**config.mk**
```make
export PLATFORM = sky130hd
export DESIGN_NAME = etp_trig_b
export DESIGN_NICKNAME = d
export VERILOG_FILES = /design/src/rtl/etp_pkg.sv /design/src/rtl/etp_trig_b.sv
export VERILOG_INCLUDE_DIRS = /design/src /design/src/rtl
export SDC_FILE = /design/constraint.sdc
export NUM_CORES = 1
export LEC_CHECK = 0
export BUFFER_PORTS_ARGS = -buffer_cell sky130_fd_sc_hd__clkbuf_2
export CAP_MARGIN = 10
export CORE_AREA = 2 2 68 70
export DETAILED_ROUTE_END_ITERATION = 8
export DIE_AREA = 0 0 70 72
export PLACE_DENSITY = 0.74
export SYNTH_ARGS = -nofsm -noshare
export SYNTH_HDL_FRONTEND = slang
export SYNTH_SLANG_ARGS = --single-unit
```
**constraint.sdc**
```tcl
create_clock -name sys_clk -period 1.71 [get_ports sys_clk]
set_clock_uncertainty 0.15 [all_clocks]
set_input_delay 0.0855 -clock sys_clk [delete_from_list [all_inputs] [get_ports sys_clk]]
set_output_delay 0.0855 -clock sys_clk [all_outputs]
set_load 0.01 [all_outputs]
```
**src/rtl/etp_consts.svh**
```systemverilog
// Summary of operation
// - Read-only two-bit trigger-B tally sits in prescale bits 15 to 14.
// - Read/write two-bit trigger-B threshold sits in prescale bits 13 to 12.
// - Threshold 00 disables the tally and never emits a trigger-B pulse.
// - Thresholds 01, 10, 11 emit on the first, second, third event.
// - A pulse is emitted only while the trigger-B enable bit is one.
// - A pending trigger-B status flag never blocks a new pulse.
// - Emitting a trigger-B pulse clears the tally to zero.
// - Other tallies read-only, thresholds read/write, bits 7-4 zero, reset zero.
// - Event select codes pick zero, period, compare A/B up or down.
// - Enable bit 15 of the select register gates the trigger-B pulse.
`ifndef ETP_CONSTS_SVH
`define ETP_CONSTS_SVH
`define ETP_ADDR_SELECT    3'h0
`define ETP_ADDR_PRESCALE  3'h1
`define ETP_ADDR_FLAGS     3'h2
`define ETP_ADDR_IRQ_MASK  3'h3
`define ETP_B_EN_BIT       15
`define ETP_B_SEL_HI       14
`define ETP_B_SEL_LO       12
`define ETP_A_EN_BIT       11
`define ETP_A_SEL_HI       10
`define ETP_A_SEL_LO       8
`define ETP_INT_EN_BIT     3
`define ETP_INT_SEL_HI     2
`define ETP_INT_SEL_LO     0
`define ETP_SELECT_MASK    16'hFF0F
`define ETP_PRESCALE_MASK  16'h3303
`define ETP_B_THR_HI       13
`define ETP_B_THR_LO       12
`define ETP_A_THR_HI       9
`define ETP_A_THR_LO       8
`define ETP_INT_THR_HI     1
`define ETP_INT_THR_LO     0
`define ETP_FLAG_BIT       0
`define ETP_SEL_ZERO       3'h1
`define ETP_SEL_PERIOD     3'h2
`define ETP_SEL_CA_UP      3'h4
`define ETP_SEL_CA_DN      3'h5
`define ETP_SEL_CB_UP      3'h6
`define ETP_SEL_CB_DN      3'h7
`define ETP_THR_OFF        2'h0
`define ETP_TALLY_ONE      2'h1
`define ETP_TALLY_ZERO     2'h0
`define ETP_RESET_16       16'h0000
`endif

```
**src/rtl/etp_pkg.sv**
```systemverilog
package etp_pkg;
   typedef struct packed {
      logic ctr_zero;
      logic ctr_period;
      logic cmpa_up;
      logic cmpa_down;
      logic cmpb_up;
      logic cmpb_down;
   } etp_events_s;
endpackage

```
**src/rtl/etp_trig_b.sv**
```systemverilog
`timescale 1ns/1ps
`default_nettype none
`include "etp_consts.svh"
module etp_trig_b
   import etp_pkg::*;
(
   // Clock and reset.
   input  wire logic         sys_clk,
   input  wire logic         reset,
   // Avalon-MM slave.
   input  wire logic [2:0]   avs_address,
   input  wire logic         avs_read,
   input  wire logic         avs_write,
   input  wire logic [31:0]  avs_writedata,
   output logic [31:0]       avs_readdata,
   output logic              avs_waitrequest,
   // Time-base events, same clock.
   input  wire etp_events_s  tb_events,
   // Outputs.
   output logic              adc_start_pulse_b,
   output logic              irq
);
   // --------------------------------------------------------------
   // Registers
   // --------------------------------------------------------------
   logic [15:0] event_trigger_select;
   logic [1:0]  trig_b_threshold;
   logic [1:0]  trig_b_event_tally;
   logic [1:0]  trig_a_threshold;
   logic [1:0]  irq_threshold;
   logic        event_trigger_flags;
   logic        irq_mask;
   logic        rd_done;

   // --------------------------------------------------------------
   // Decode
   // --------------------------------------------------------------
   // Reads take one wait cycle so that read data come from a flop.
   wire rd_sel    = avs_read & ~rd_done;
   wire wr_select = avs_write & (avs_address == `ETP_ADDR_SELECT);
   wire wr_presc  = avs_write & (avs_address == `ETP_ADDR_PRESCALE);
   wire wr_mask   = avs_write & (avs_address == `ETP_ADDR_IRQ_MASK);
   wire rd_flags  = avs_read & rd_done & (avs_address == `ETP_ADDR_FLAGS);
   assign avs_waitrequest = rd_sel;

   wire [2:0] trig_b_event_select =
      event_trigger_select[`ETP_B_SEL_HI:`ETP_B_SEL_LO];
   wire trig_b_enable = event_trigger_select[`ETP_B_EN_BIT];

   // --------------------------------------------------------------
   // Event selection
   // --------------------------------------------------------------
   logic sel_event;
   always_comb begin
      case (trig_b_event_select)
         `ETP_SEL_ZERO:   sel_event = tb_events.ctr_zero;
         `ETP_SEL_PERIOD: sel_event = tb_events.ctr_period;
         `ETP_SEL_CA_UP:  sel_event = tb_events.cmpa_up;
         `ETP_SEL_CA_DN:  sel_event = tb_events.cmpa_down;
         `ETP_SEL_CB_UP:  sel_event = tb_events.cmpb_up;
         `ETP_SEL_CB_DN:  sel_event = tb_events.cmpb_down;
         default:         sel_event = 1'b0;
      endcase
   end

   // --------------------------------------------------------------
   // Prescaler
   // --------------------------------------------------------------
   // The tally stops at the threshold; reaching it while disabled holds
   // it there rather than wrapping, so no event count is lost.
   wire counting   = (trig_b_threshold != `ETP_THR_OFF);
   wire [1:0] inc  = trig_b_event_tally + `ETP_TALLY_ONE;
   wire at_thr     = (trig_b_event_tally >= trig_b_threshold);
   wire next_hit   = counting & sel_event & (at_thr | inc == trig_b_threshold);
   // Status flag plays no part here.
   wire fire       = next_hit & trig_b_enable;
   logic [1:0] next_tally;
   always_comb begin
      if (!counting)
         next_tally = `ETP_TALLY_ZERO;
      else if (fire)
         next_tally = `ETP_TALLY_ZERO;
      else if (sel_event & ~at_thr)
         next_tally = inc;
      else
         next_tally = trig_b_event_tally;
   end

   always_ff @(posedge sys_clk) begin
      if (reset) begin
         trig_b_event_tally <= `ETP_TALLY_ZERO;
         adc_start_pulse_b  <= 1'b0;
      end else begin
         trig_b_event_tally <= next_tally;
         adc_start_pulse_b  <= fire;
      end
   end

   // --------------------------------------------------------------
   // Register writes
   // --------------------------------------------------------------
   always_ff @(posedge sys_clk) begin
      if (reset) begin
         event_trigger_select <= `ETP_RESET_16;
         trig_b_threshold     <= `ETP_THR_OFF;
         trig_a_threshold     <= `ETP_THR_OFF;
         irq_threshold        <= `ETP_THR_OFF;
         irq_mask             <= 1'b0;
         rd_done              <= 1'b0;
      end else begin
         rd_done <= rd_sel;
         if (wr_select)
            event_trigger_select <= avs_writedata[15:0] & `ETP_SELECT_MASK;
         if (wr_presc) begin
            trig_b_threshold <= avs_writedata[`ETP_B_THR_HI:`ETP_B_THR_LO];
            trig_a_threshold <=
               avs_writedata[`ETP_A_THR_HI:`ETP_A_THR_LO];
            irq_threshold    <=
               avs_writedata[`ETP_INT_THR_HI:`ETP_INT_THR_LO];
         end
         if (wr_mask)
            irq_mask <= avs_writedata[0];
      end
   end

   // Sticky status: set wins over the read that clears it.
   // The read data are captured one edge before the clear, so only a flag
   // that software has actually seen is cleared; a pulse that lands in
   // the wait cycle stays pending for the next read.
   wire flag_seen = avs_readdata[`ETP_FLAG_BIT];
   always_ff @(posedge sys_clk) begin
      if (reset)
         event_trigger_flags <= 1'b0;
      else if (fire)
         event_trigger_flags <= 1'b1;
      else if (rd_flags & flag_seen)
         event_trigger_flags <= 1'b0;
   end
   assign irq = event_trigger_flags & irq_mask;

   // --------------------------------------------------------------
   // Read data
   // --------------------------------------------------------------
   // Other tallies are not implemented here and read as zero.
   wire [15:0] presc_word = {trig_b_event_tally, trig_b_threshold,
                             2'h0, trig_a_threshold, 4'h0, 2'h0,
                             irq_threshold};
   logic [15:0] rd_word;
   always_comb begin
      case (avs_address)
         `ETP_ADDR_SELECT:   rd_word = event_trigger_select;
         `ETP_ADDR_PRESCALE: rd_word = presc_word;
         `ETP_ADDR_FLAGS:    rd_word = {15'h0000, event_trigger_flags};
         `ETP_ADDR_IRQ_MASK: rd_word = {15'h0000, irq_mask};
         default:            rd_word = `ETP_RESET_16;
      endcase
   end
   always_ff @(posedge sys_clk) begin
      if (reset)
         avs_readdata <= 32'h0000_0000;
      else if (rd_sel)
         avs_readdata <= {16'h0000, rd_word};
   end
endmodule // etp_trig_b
`default_nettype wire

```
==> key figures, run 1 <==
Worst setup path
  • Flop2flop setup slack: -70 ps
  • Slowest Stage Delay on Critical Path: 480 ps
  • Worst-path cell with the longest stage delay: or4b_1
  • Arr. time, crit path: 1850 ps
  • Endpoint class of the critical path: flip-flop
  • Critical Path RT: 1780 ps
  • Worst path top cell family by delay: simple AND/OR/NAND/NOR gates
  • Critical path cell sequence: inv_2 -> ha_4 -> nand2b_4 -> a211oi_2 -> or4b_1 -> a21oi_2
  • R2R cell count: 6
  • CP Launch Type: flip-flop
  • Reg2Reg Launch Point: trig_b_event_tally[0]
  • CP bufs+invs: 1
  • WS Path Type: flip-flop to flip-flop
  • Crit path max fanout: 3
  • FF-to-FF End: trig_b_event_tally[1]

Hold path
  • WHS Path Cells: 2
  • WHS Endpoint: event_trigger_select[0]
  • HP Class: primary input to flip-flop
  • Min-delay src: reset

Die
  • Initial Util: 40.8%
  • Total Die Area: 5040 µm²
  • IO Pins: 80
  • Core area: 4260 µm²
  • Rows: 24
  • Width of the die: 70 µm
  • Die Ht: 72 µm

Cells and area
  • Layout overhead on the synthesized area: 31.4%
  • # diodes: 0
  • Layout cells sized above 1: 31.5%
  • Layout Utilization: 53.6%
  • Multi-input gate area: 937 µm²
  • Nets: 306
  • FF+latch area: 723 µm²
  • Filler Cells Inserted: 407

Global route
  • First-pass GRT wire length: 6.41 mm
  • GRT overflow: 0
  • Vias in the first global route: 1365
  • Total track usage: 16.2%
  • Largest net degree at the start of global routing: 18
  • Initial antenna violation count: 0

Power and ir drop
  • Total power: 1850 µW
  • Sequential Power Share: 46.4%
  • Power Internal: 1440 µW
  • Pwr dens: 810 nW/µm²
  • Comb pwr share: 9.4%
  • Switching Fraction: 22.1%
  • Static Leak: 0.000962 µW
  • VDD IR max: 0.490 mV
  • Sw power: 409 µW
  • Share of total power in the clock network: 44.2%

Route
  • Routed vias/inst: 4.89
  • Iter 0 DRT Violations: 71
  • Routed WL: 3.88 mm
  • Routed via count: 1526
  • Drt wl/cell: 12.4 µm
  • Final ANT Viol Nets: 0
  • DRC errors left: 0
  • Pre-Repair DR Iteration Count: 4

Logic synthesis
  • Post-synth ARST share: 0%
  • Sequential cell area fraction in the yosys report: 41.5%
  • Gate Count Post-Synth: 198
  • Yosys warns: 0
  • Mean Syn Cell Area: 8.78 µm²
  • Yosys cell types: 35
  • Mapped cell area: 1740 µm²
  • Number of synthesized flops with an enable pin: 0
  • Main synth FF type: dfxtp_1
  • #FFs+latches synth: 36

Run
  • Number of max-cap violations: 0

STA
  • RSZ-0062 raised after global routing: yes
  • Highest Clock Rate: 562 MHz
  • Final setup viols: 1
  • Max_slew headroom: 64.5%
  • Worst setup margin: -67.8 ps
  • Pins Over Slew Limit: 0
  • Final period utilization: 104%
  • Tmin final: 1780 ps
  • Worst slew pin tran: 529 ps
  • Fin. Hold Viols: 0

Clocking
  • Clock Path Buffers: 2
  • Total CTS buffers: 5
  • CTS root buf: clkbuf_8
  • Sink Count: 36
  • CTS tree: yes
  • Clock-pin slew on the worst setup and hold paths: 70 ps
  • Clock Latency Late Sink: 290 ps
  • H-tree depth: 2

Outcome
  • Failing checks: setup timing
  • Outcome: complete, but fails checks

Placement
  • HPWL after DPL: 2.69 mm
  • Global placement routability congestion: 0.801
  • I/O Buffers: 39
[metrics by stage]
| stage | hold slack (ps) | setup TNS [ps] | setup slack (ps) | cells | area, µm² |
|---|---|---|---|---|---|
| global route | 60.9 | -182 | -122 | 312 | 2280 |
| CTS | 39.3 | -27.5 | -27.5 | 312 | 2270 |
| floorplan | 71.5 | 0 | 2.72 | 217 | 1830 |
| detailed placement | 166 | -102 | -102 | 289 | 1980 |
| global placement | 162 | -65.5 | -65.5 | 289 | 1980 |
| finish | 49.2 | -67.8 | -67.8 | 312 | 2280 |
[power groups by stage]
stage | Combinational (µW) | Sequential (µW) | Clock (µW)
after global placement | 147 | 876 | 0
after global routing | 192 | 858 | 880
after detailed placement | 150 | 876 | 0
after CTS | 173 | 857 | 831
after floorplan | 125 | 875 | 0
final | 175 | 857 | 817
[metal layers]
metal	vias to the layer above	wire length, µm	GRT usage, %
li1	762	-	-
met1	713	1730	20.4
met2	49	1920	26.5
met3	2	213	5.28
met4	0	19	5.13
met5	-	0	0
[cell type report]
class | instances | share of cell area (%)
multi-input cells | 147 | 41.0
well taps | 52 | 2.85
inverters | 5 | 0.822
flip-flops and latches | 36 | 31.7
repair buffers | 64 | 18.1
clock inverters | 1 | 1.32
clock buffers | 7 | 4.22
[Yosys cell counts, types with 2 or more instances]
cell / n / area share [%]
a21oi_1: 15 / 4.3
a22oi_1: 12 / 5.2
and2_1: 2 / 0.72
buf_4: 20 / 8.6
clkbuf_1: 8 / 1.7
dfxtp_1: 36 / 41
ha_1: 2 / 1.4
inv_1: 5 / 1.1
mux2_2: 8 / 5.2
mux2i_1: 7 / 4.0
nand2_1: 28 / 6.0
nand2b_1: 4 / 1.4
nor2_1: 24 / 5.2
nor2b_1: 2 / 0.72
nor3_1: 2 / 0.58
o21ai_0: 2 / 0.58
o31ai_1: 3 / 1.3
[cells by family after synthesis]
logic type                 synth area share, %
xor gates and xnor gates                  1.30
AOI/OAI and AO/OA                         15.8
muxes                                     10.5
buffers and inverters                     11.7
and+or+nand+nor                           17.5
other                                    0.216
adders and majority gates                 1.44
DFF                                       41.5
[cells in the final DEF (no fill, tap or decap), drive strengths merged, types with 5 or more instances in the layout]
cell / count
clkbuf: 46
a22oi: 12
a21oi: 15
inv: 5
nor2: 24
dlygate4sd3: 12
buf: 13
nand2: 28
dfxtp: 36
mux2i: 7
mux2: 8
conb: 20
[flip-flops by register name (all words and copies together), names as in the netlist]
name	flops
irq_mask	1
avs_readdata	12
trig_b_threshold	2
adc_start_pulse_b	1
trig_a_threshold	2
trig_b_event_tally	2
event_trigger_select	12
rd_done	1
event_trigger_flags	1
irq_threshold	2
[worst max-delay path by stage]
stage | end | startpoint | cells past startpoint
6_report | trig_b_event_tally[1] | trig_b_event_tally[0] | 6
5_1_grt | trig_b_event_tally[1] | trig_b_event_tally[0] | 6
4_1_cts | trig_b_event_tally[1] | trig_b_event_tally[0] | 6
3_5_place_dp | trig_b_event_tally[1] | trig_b_event_tally[0] | 6
3_3_place_gp | trig_b_event_tally[1] | trig_b_event_tally[0] | 6
2_1_floorplan | trig_b_event_tally[1] | trig_b_event_tally[0] | 6
[what timing repair did]
action	CTS	global route
endpoints found under the setup margin	3	8
setup buffers	3	0
pin swaps	3	1
hold buffers	12	0
endpoints found under the hold margin	19	0
gates resized for setup	4	2
(Power assumes the default switching activity.)
==> inputs of run 2 (changes only) <==
Settings changed: SETUP_SLACK_MARGIN set to 0.02.
==> key figures, run 2 (synthesized netlist as in run 1, its figures left out) <==
Clocking
  • H-tree depth: 2 (unchanged)
  • Clock Path Buffers: 2 (unchanged)
  • Total CTS buffers: 5 (unchanged)
  • Sink Count: 36 (unchanged)
  • Clock-pin slew on the worst setup and hold paths: 70 ps (about the same)
  • Clock Latency Late Sink: 290 ps (about the same)
  • CTS root buf: clkbuf_8 (unchanged)
  • CTS tree: yes (unchanged)

Worst setup path
  • Critical path cell sequence: inv_4 -> ha_4 -> nand2b_4 -> a211oi_2 -> or4b_4 -> a21oi_2 (was inv_2 -> ha_4 -> nand2b_4 -> a211oi_2 -> or4b_1 -> a21oi_2)
  • CP Launch Type: flip-flop (unchanged)
  • Arr. time, crit path: 1870 ps (was 1850 ps)
  • Worst path top cell family by delay: simple AND/OR/NAND/NOR gates (unchanged)
  • CP bufs+invs: 1 (unchanged)
  • Reg2Reg Launch Point: trig_b_event_tally[0] (unchanged)
  • R2R cell count: 6 (unchanged)
  • Endpoint class of the critical path: flip-flop (unchanged)
  • Critical Path Stages: 6 (unchanged)
  • Worst Setup SP: trig_b_event_tally[0] (unchanged)
  • Worst-path cell with the longest stage delay: or4b_4 (was or4b_1)
  • FF-to-FF End: trig_b_event_tally[1] (unchanged)
  • WS Path Type: flip-flop to flip-flop (unchanged)
  • CP Capture Point: trig_b_event_tally[1] (unchanged)
  • Flop2flop setup slack: -80 ps (was -70 ps)
  • Slowest Stage Delay on Critical Path: 480 ps (about the same)
  • Crit path max fanout: 4 (was 3)
  • Critical Path RT: 1780 ps (about the same)

STA
  • Worst slew pin tran: 514 ps (was 529 ps)
  • RSZ-0062 raised after global routing: yes (unchanged)
  • Highest Clock Rate: 558 MHz (was 562 MHz)
  • Final period utilization: 105% (was 104%)
  • Fin. Hold Viols: 0 (unchanged)
  • Max_slew headroom: 65.5% (was 64.5%)
  • Hold Slack: 62.6 ps (was 49.2 ps)
  • Tmin final: 1790 ps (was 1780 ps)
  • Final setup viols: 2 (was 1)
  • Worst setup margin: -81.6 ps (was -67.8 ps)
  • Final setup TNS: -128 ps (was -67.8 ps)
  • Pins Over Slew Limit: 0 (unchanged)

Route
  • Routed WL: 3.74 mm (was 3.88 mm)
  • Routed via count: 1495 (was 1526)
  • Drt wl/cell: 12.0 µm (was 12.4 µm)
  • Routed vias/inst: 4.79 (was 4.89)
  • Iter 0 DRT Violations: 48 (was 71)
  • DRC errors left: 0 (unchanged)
  • Pre-Repair DR Iteration Count: 4 (unchanged)
  • Final ANT Viol Nets: 0 (unchanged)

Cells and area
  • Biggest regs: avs_readdata x12, event_trigger_select x12 (unchanged)
  • # diodes: 0 (unchanged)
  • Most frequent cells in the layout: 39 x clkbuf_2, 34 x dfxtp_1, 28 x nand2_1, 24 x nor2_1, 20 x conb_1 (unchanged)
  • Most common cell after layout, fill and taps aside: clkbuf_2 (unchanged)
  • Layout cells sized above 1: 31.9% (was 31.5%)
  • Non-Filler Instances: 312 (unchanged)
  • Layout overhead on the synthesized area: 29.3% (was 31.4%)
  • Nets: 306 (unchanged)

Power and ir drop
  • Static Leak: 0.000951 µW (was 0.000962 µW)
  • Total power: 1640 µW (was 1850 µW)
  • VDD IR max: 0.547 mV (was 0.490 mV)
  • Pwr dens: 731 nW/µm² (was 810 nW/µm²)

Global route
  • Total track usage: 14.4% (was 16.2%)
  • Initial antenna violation count: 0 (unchanged)
  • First-pass GRT wire length: 5.64 mm (was 6.41 mm)
  • GRT overflow: 0 (unchanged)
  • Largest net degree at the start of global routing: 20 (was 18)
  • Vias in the first global route: 1238 (was 1365)

Run
  • Number of max-cap violations: 0 (unchanged)

Outcome
  • Outcome: complete, but fails checks (unchanged)
  • Failing checks: setup timing (unchanged)

Die
  • Core area: 4260 µm² (unchanged)
  • Die Ht: 72 µm (unchanged)
  • Total Die Area: 5040 µm² (unchanged)
  • IO Pins: 80 (unchanged)
  • Initial Util: 40.8% (unchanged)
  • Rows: 24 (unchanged)
  • Width of the die: 70 µm (unchanged)

Placement
  • Placed Cells: 288 (was 289)
  • Global placement routability congestion: 0.783 (was 0.801)
  • Dpl ws: -101 ps (was -102 ps)
  • HPWL after DPL: 2.67 mm (was 2.69 mm)
  • I/O Buffers: 39 (unchanged)

Hold path
  • HP Class: primary input to flip-flop (unchanged)
==> run 2: cell type report <==
cell class / instances / area, µm²
fill: 401 / 2020
multi-input combinational: 147 / 930
sequential: 36 / 726
timing repair buffer: 64 / 413
clock buffer: 6 / 82.6
tap: 52 / 65.1
inverter: 5 / 21.3
clock inverter: 2 / 10.0
==> run 2: report_power, final <==
part / total, µW / internal [µW] / switching, µW
sequential: 856 / 848 / 7.94
combinational: 169 / 74.4 / 95.1
clock: 618 / 321 / 297
total: 1640 / 1240 / 400
==> run 2: repair_timing <==
| action | CTS | global route |
|---|---|---|
| hold buffers | 12 | 0 |
| gates resized for setup | 2 | 5 |
| buffers inserted | 2 | 2 |
| setup endpoints to repair | 3 | 10 |
| hold endpoints to repair | 19 | 0 |
| cloned | 0 | 0 |
| pin swaps | 1 | 0 |
==> run 2: layer usage <==
layer / part of all wire [%] / routed length (µm) / vias up / global-route usage, %
li1: - / - / 764 / -
met1: 44 / 1650 / 685 / 17.1
met2: 48 / 1810 / 38 / 23.3
met3: 5.4 / 203 / 8 / 5.56
met4: 2.1 / 79 / 0 / 6.41
met5: 0 / 0 / - / 0
==> run 2: worst min-delay path by stage <==
stage	start	end	slack, ps	cells past startpoint
floorplan	avs_writedata[0]	event_trigger_select[0]	70	2
global placement	avs_writedata[11]	event_trigger_select[11]	160	3
detailed placement	avs_writedata[10]	event_trigger_select[10]	170	3
CTS	avs_address[2]	avs_readdata[0]	50	4
global route	reset	event_trigger_select[13]	90	2
finish	avs_address[2]	avs_readdata[0]	60	4
==> run 2: worst reg2reg max path, cell delays in order, from the launching register on <==
cell and delay (ps):
dfxtp_4 370, inv_4 40, ha_4 220, nand2b_4 140, a211oi_2 190, or4b_4 480, a21oi_2 130
==> run 2: per-stage QoR <==
| step | util, % | area [µm²] |
|---|---|---|
| final | 52.7 | 2250 |
| after global routing | 52.7 | 2250 |
| after CTS | 51.9 | 2210 |
| after detailed placement | 46.4 | 1980 |
| after global placement | 46.4 | 1980 |
| after floorplan | - | 1840 |
==> inputs of run 3 (changes only) <==
Settings changed: PLACE_DENSITY 0.74 to 0.81.
==> key figures, run 3 (synthesized netlist as in run 1, its figures left out) <==
Clocking
  • Clock Latency Late Sink: 290 ps (about the same)
  • Clock Path Buffers: 2 (unchanged)
  • CTS root buf: clkbuf_8 (unchanged)
  • Sink Count: 36 (unchanged)
  • H-tree depth: 2 (unchanged)
  • Clock-pin slew on the worst setup and hold paths: 70 ps (about the same)
  • CTS tree: yes (unchanged)
  • Total CTS buffers: 5 (unchanged)

Global route
  • Met1 Track Usage GR: 17.6% (was 17.1%)
  • GR peak layer: met2 (unchanged)
  • Total track usage: 15.7% (was 14.4%)
  • GRT overflow: 0 (unchanged)
  • Vias in the first global route: 1483 (was 1238)
  • First-pass GRT wire length: 6.30 mm (was 5.64 mm)
  • Initial antenna violation count: 0 (unchanged)
  • GR Util met2: 27.4% (was 23.3%)
  • Met3 Use GR: 4.72% (was 5.56%)
  • Largest net degree at the start of global routing: 23 (was 20)

Power and ir drop
  • Static Leak: 0.000950 µW (was 0.000951 µW)
  • VDD IR max: 0.502 mV (was 0.547 mV)
  • Total power: 1650 µW (was 1640 µW)
  • Pwr dens: 725 nW/µm² (was 731 nW/µm²)

Hold path
  • Min-delay src: avs_address[2] (unchanged)
  • HP Class: primary input to flip-flop (unchanged)
  • WHS Endpoint: avs_readdata[0] (unchanged)
  • WHS Path Cells: 4 (unchanged)

STA
  • Worst slew pin tran: 513 ps (was 514 ps)
  • Pins Over Slew Limit: 0 (unchanged)
  • Final setup TNS: -77.3 ps (was -128 ps)
  • RSZ-0062 raised after global routing: yes (unchanged)
  • Max_slew headroom: 65.4% (was 65.5%)
  • Worst setup margin: -39.3 ps (was -81.6 ps)
  • Final setup viols: 2 (unchanged)
  • Final period utilization: 102% (was 105%)
  • Tmin final: 1750 ps (was 1790 ps)
  • Fin. Hold Viols: 0 (unchanged)
  • Highest Clock Rate: 572 MHz (was 558 MHz)

Route
  • Routed WL: 3.89 mm (was 3.74 mm)
  • Pre-Repair DR Iteration Count: 4 (unchanged)
  • DRC errors left: 0 (unchanged)
  • Drt wl/cell: 12.5 µm (was 12.0 µm)
  • Routed vias/inst: 4.94 (was 4.79)
  • Routed via count: 1537 (was 1495)
  • Iter 0 DRT Violations: 48 (unchanged)
  • Final ANT Viol Nets: 0 (unchanged)

Cells and area
  • Most common cell after layout, fill and taps aside: clkbuf_2 (unchanged)
  • Nets: 305 (was 306)
  • Biggest regs: avs_readdata x12, event_trigger_select x12 (unchanged)
  • Most frequent cells in the layout: 39 x clkbuf_2, 34 x dfxtp_1, 28 x nand2_1, 23 x nor2_1, 20 x conb_1 (was 39 x clkbuf_2, 34 x dfxtp_1, 28 x nand2_1, 24 x nor2_1, 20 x conb_1)
  • Filler Cells Inserted: 386 (was 401)
  • FF+latch area: 726 µm² (unchanged)
  • Multi-input gate area: 962 µm² (was 930 µm²)
  • Layout overhead on the synthesized area: 30.8% (was 29.3%)
  • # diodes: 0 (unchanged)
  • Layout cells sized above 1: 32.8% (was 31.9%)

Worst setup path
  • Slowest Stage Delay on Critical Path: 460 ps (was 480 ps)
  • Worst path top cell family by delay: simple AND/OR/NAND/NOR gates (unchanged)
  • Crit path max fanout: 3 (was 4)
  • FF-to-FF End: trig_b_event_tally[1] (unchanged)
  • Worst-path cell with the longest stage delay: or4b_1 (was or4b_4)
  • WS Path Type: flip-flop to flip-flop (unchanged)
  • Reg2Reg Launch Point: trig_b_event_tally[0] (unchanged)
  • Critical path cell sequence: inv_2 -> ha_4 -> nand2b_4 -> a211oi_2 -> or4b_1 -> a21oi_2 (was inv_4 -> ha_4 -> nand2b_4 -> a211oi_2 -> or4b_4 -> a21oi_2)
  • Endpoint class of the critical path: flip-flop (unchanged)
  • Critical Path RT: 1790 ps (was 1780 ps)
  • Arr. time, crit path: 1830 ps (was 1870 ps)
  • CP bufs+invs: 1 (unchanged)
  • Flop2flop setup slack: -40 ps (was -80 ps)
  • R2R cell count: 6 (unchanged)
  • CP Launch Type: flip-flop (unchanged)

Die
  • Initial Util: 40.8% (unchanged)
  • Total Die Area: 5040 µm² (unchanged)
  • Width of the die: 70 µm (unchanged)
  • Die Ht: 72 µm (unchanged)
  • Rows: 24 (unchanged)
  • IO Pins: 80 (unchanged)
  • Core area: 4260 µm² (unchanged)

Outcome
  • Outcome: complete, but fails checks (unchanged)
  • Failing checks: setup timing (unchanged)

Placement
  • Global placement routability congestion: 0.846 (was 0.783)
  • HPWL after DPL: 2.79 mm (was 2.67 mm)
  • I/O Buffers: 39 (unchanged)

Run
  • Number of max-cap violations: 0 (unchanged)
run 3: changes by cell type in the layout (fill, tap and decap cells not counted), sizes merged:
cell and change:
buf -1
run 3: per-layer routing:
layer  vias up  part of all wire, %
li1        761                    -
met1       717                   42
met2        49                   50
met3        10                  6.7
met4         0                  2.0
met5         -                    0
run 3: area by class of cell:
cell class | instances | area share, %
Sequential cell | 36 | 31.9
Multi-Input combinational cell | 147 | 42.3
Clock inverter | 2 | 0.440
Tap cell | 52 | 2.86
Timing Repair Buffer | 63 | 18.0
Clock buffer | 6 | 3.63
Inverter | 5 | 0.826
run 3: worst max-delay path by stage:
stage / from / to / depth (start not counted)
after floorplan: trig_b_event_tally[0] / trig_b_event_tally[0] / 6
after global placement: trig_b_event_tally[0] / trig_b_event_tally[1] / 6
after detailed placement: trig_b_event_tally[0] / trig_b_event_tally[0] / 6
after CTS: trig_b_event_tally[0] / trig_b_event_tally[0] / 6
after global routing: trig_b_event_tally[0] / trig_b_event_tally[1] / 6
final: trig_b_event_tally[0] / trig_b_event_tally[1] / 6
run 3: timing repair:
action	in CTS	in global routing
pin swaps	1	3
hold buffers	12	0
resized for setup	1	10
setup buffers	1	1
endpoints found under the setup margin	3	4
endpoints found under the hold margin	19	0
run 3: stage by stage:
step | setup slack (ps) | util [%] | cell area, µm² | std cells | hold slack [ps]
global placement | -3.04 | 46.6 | 1990 | 289 | 160
CTS | -49.8 | 51.8 | 2210 | 310 | 44.7
detailed placement | -46.4 | 46.6 | 1990 | 289 | 167
floorplan | 29.8 | - | 1840 | 217 | 71.5
global route | -97.7 | 53.3 | 2270 | 311 | 70.1
finish | -39.3 | 53.3 | 2270 | 311 | 56.7
run 3: report_power, final:
group          switching, µW  internal, µW  leakage, µW
combinational           97.0          76.0     0.000607
clock                    297           321    0.0000510
sequential              7.88           848     0.000292
run 3: tightest hold or removal path, delay by kind of cell:
family | cells | cell delay, ps
compound gates | 1 | 70
buf+inv | 1 | 130
simple gates | 2 | 180
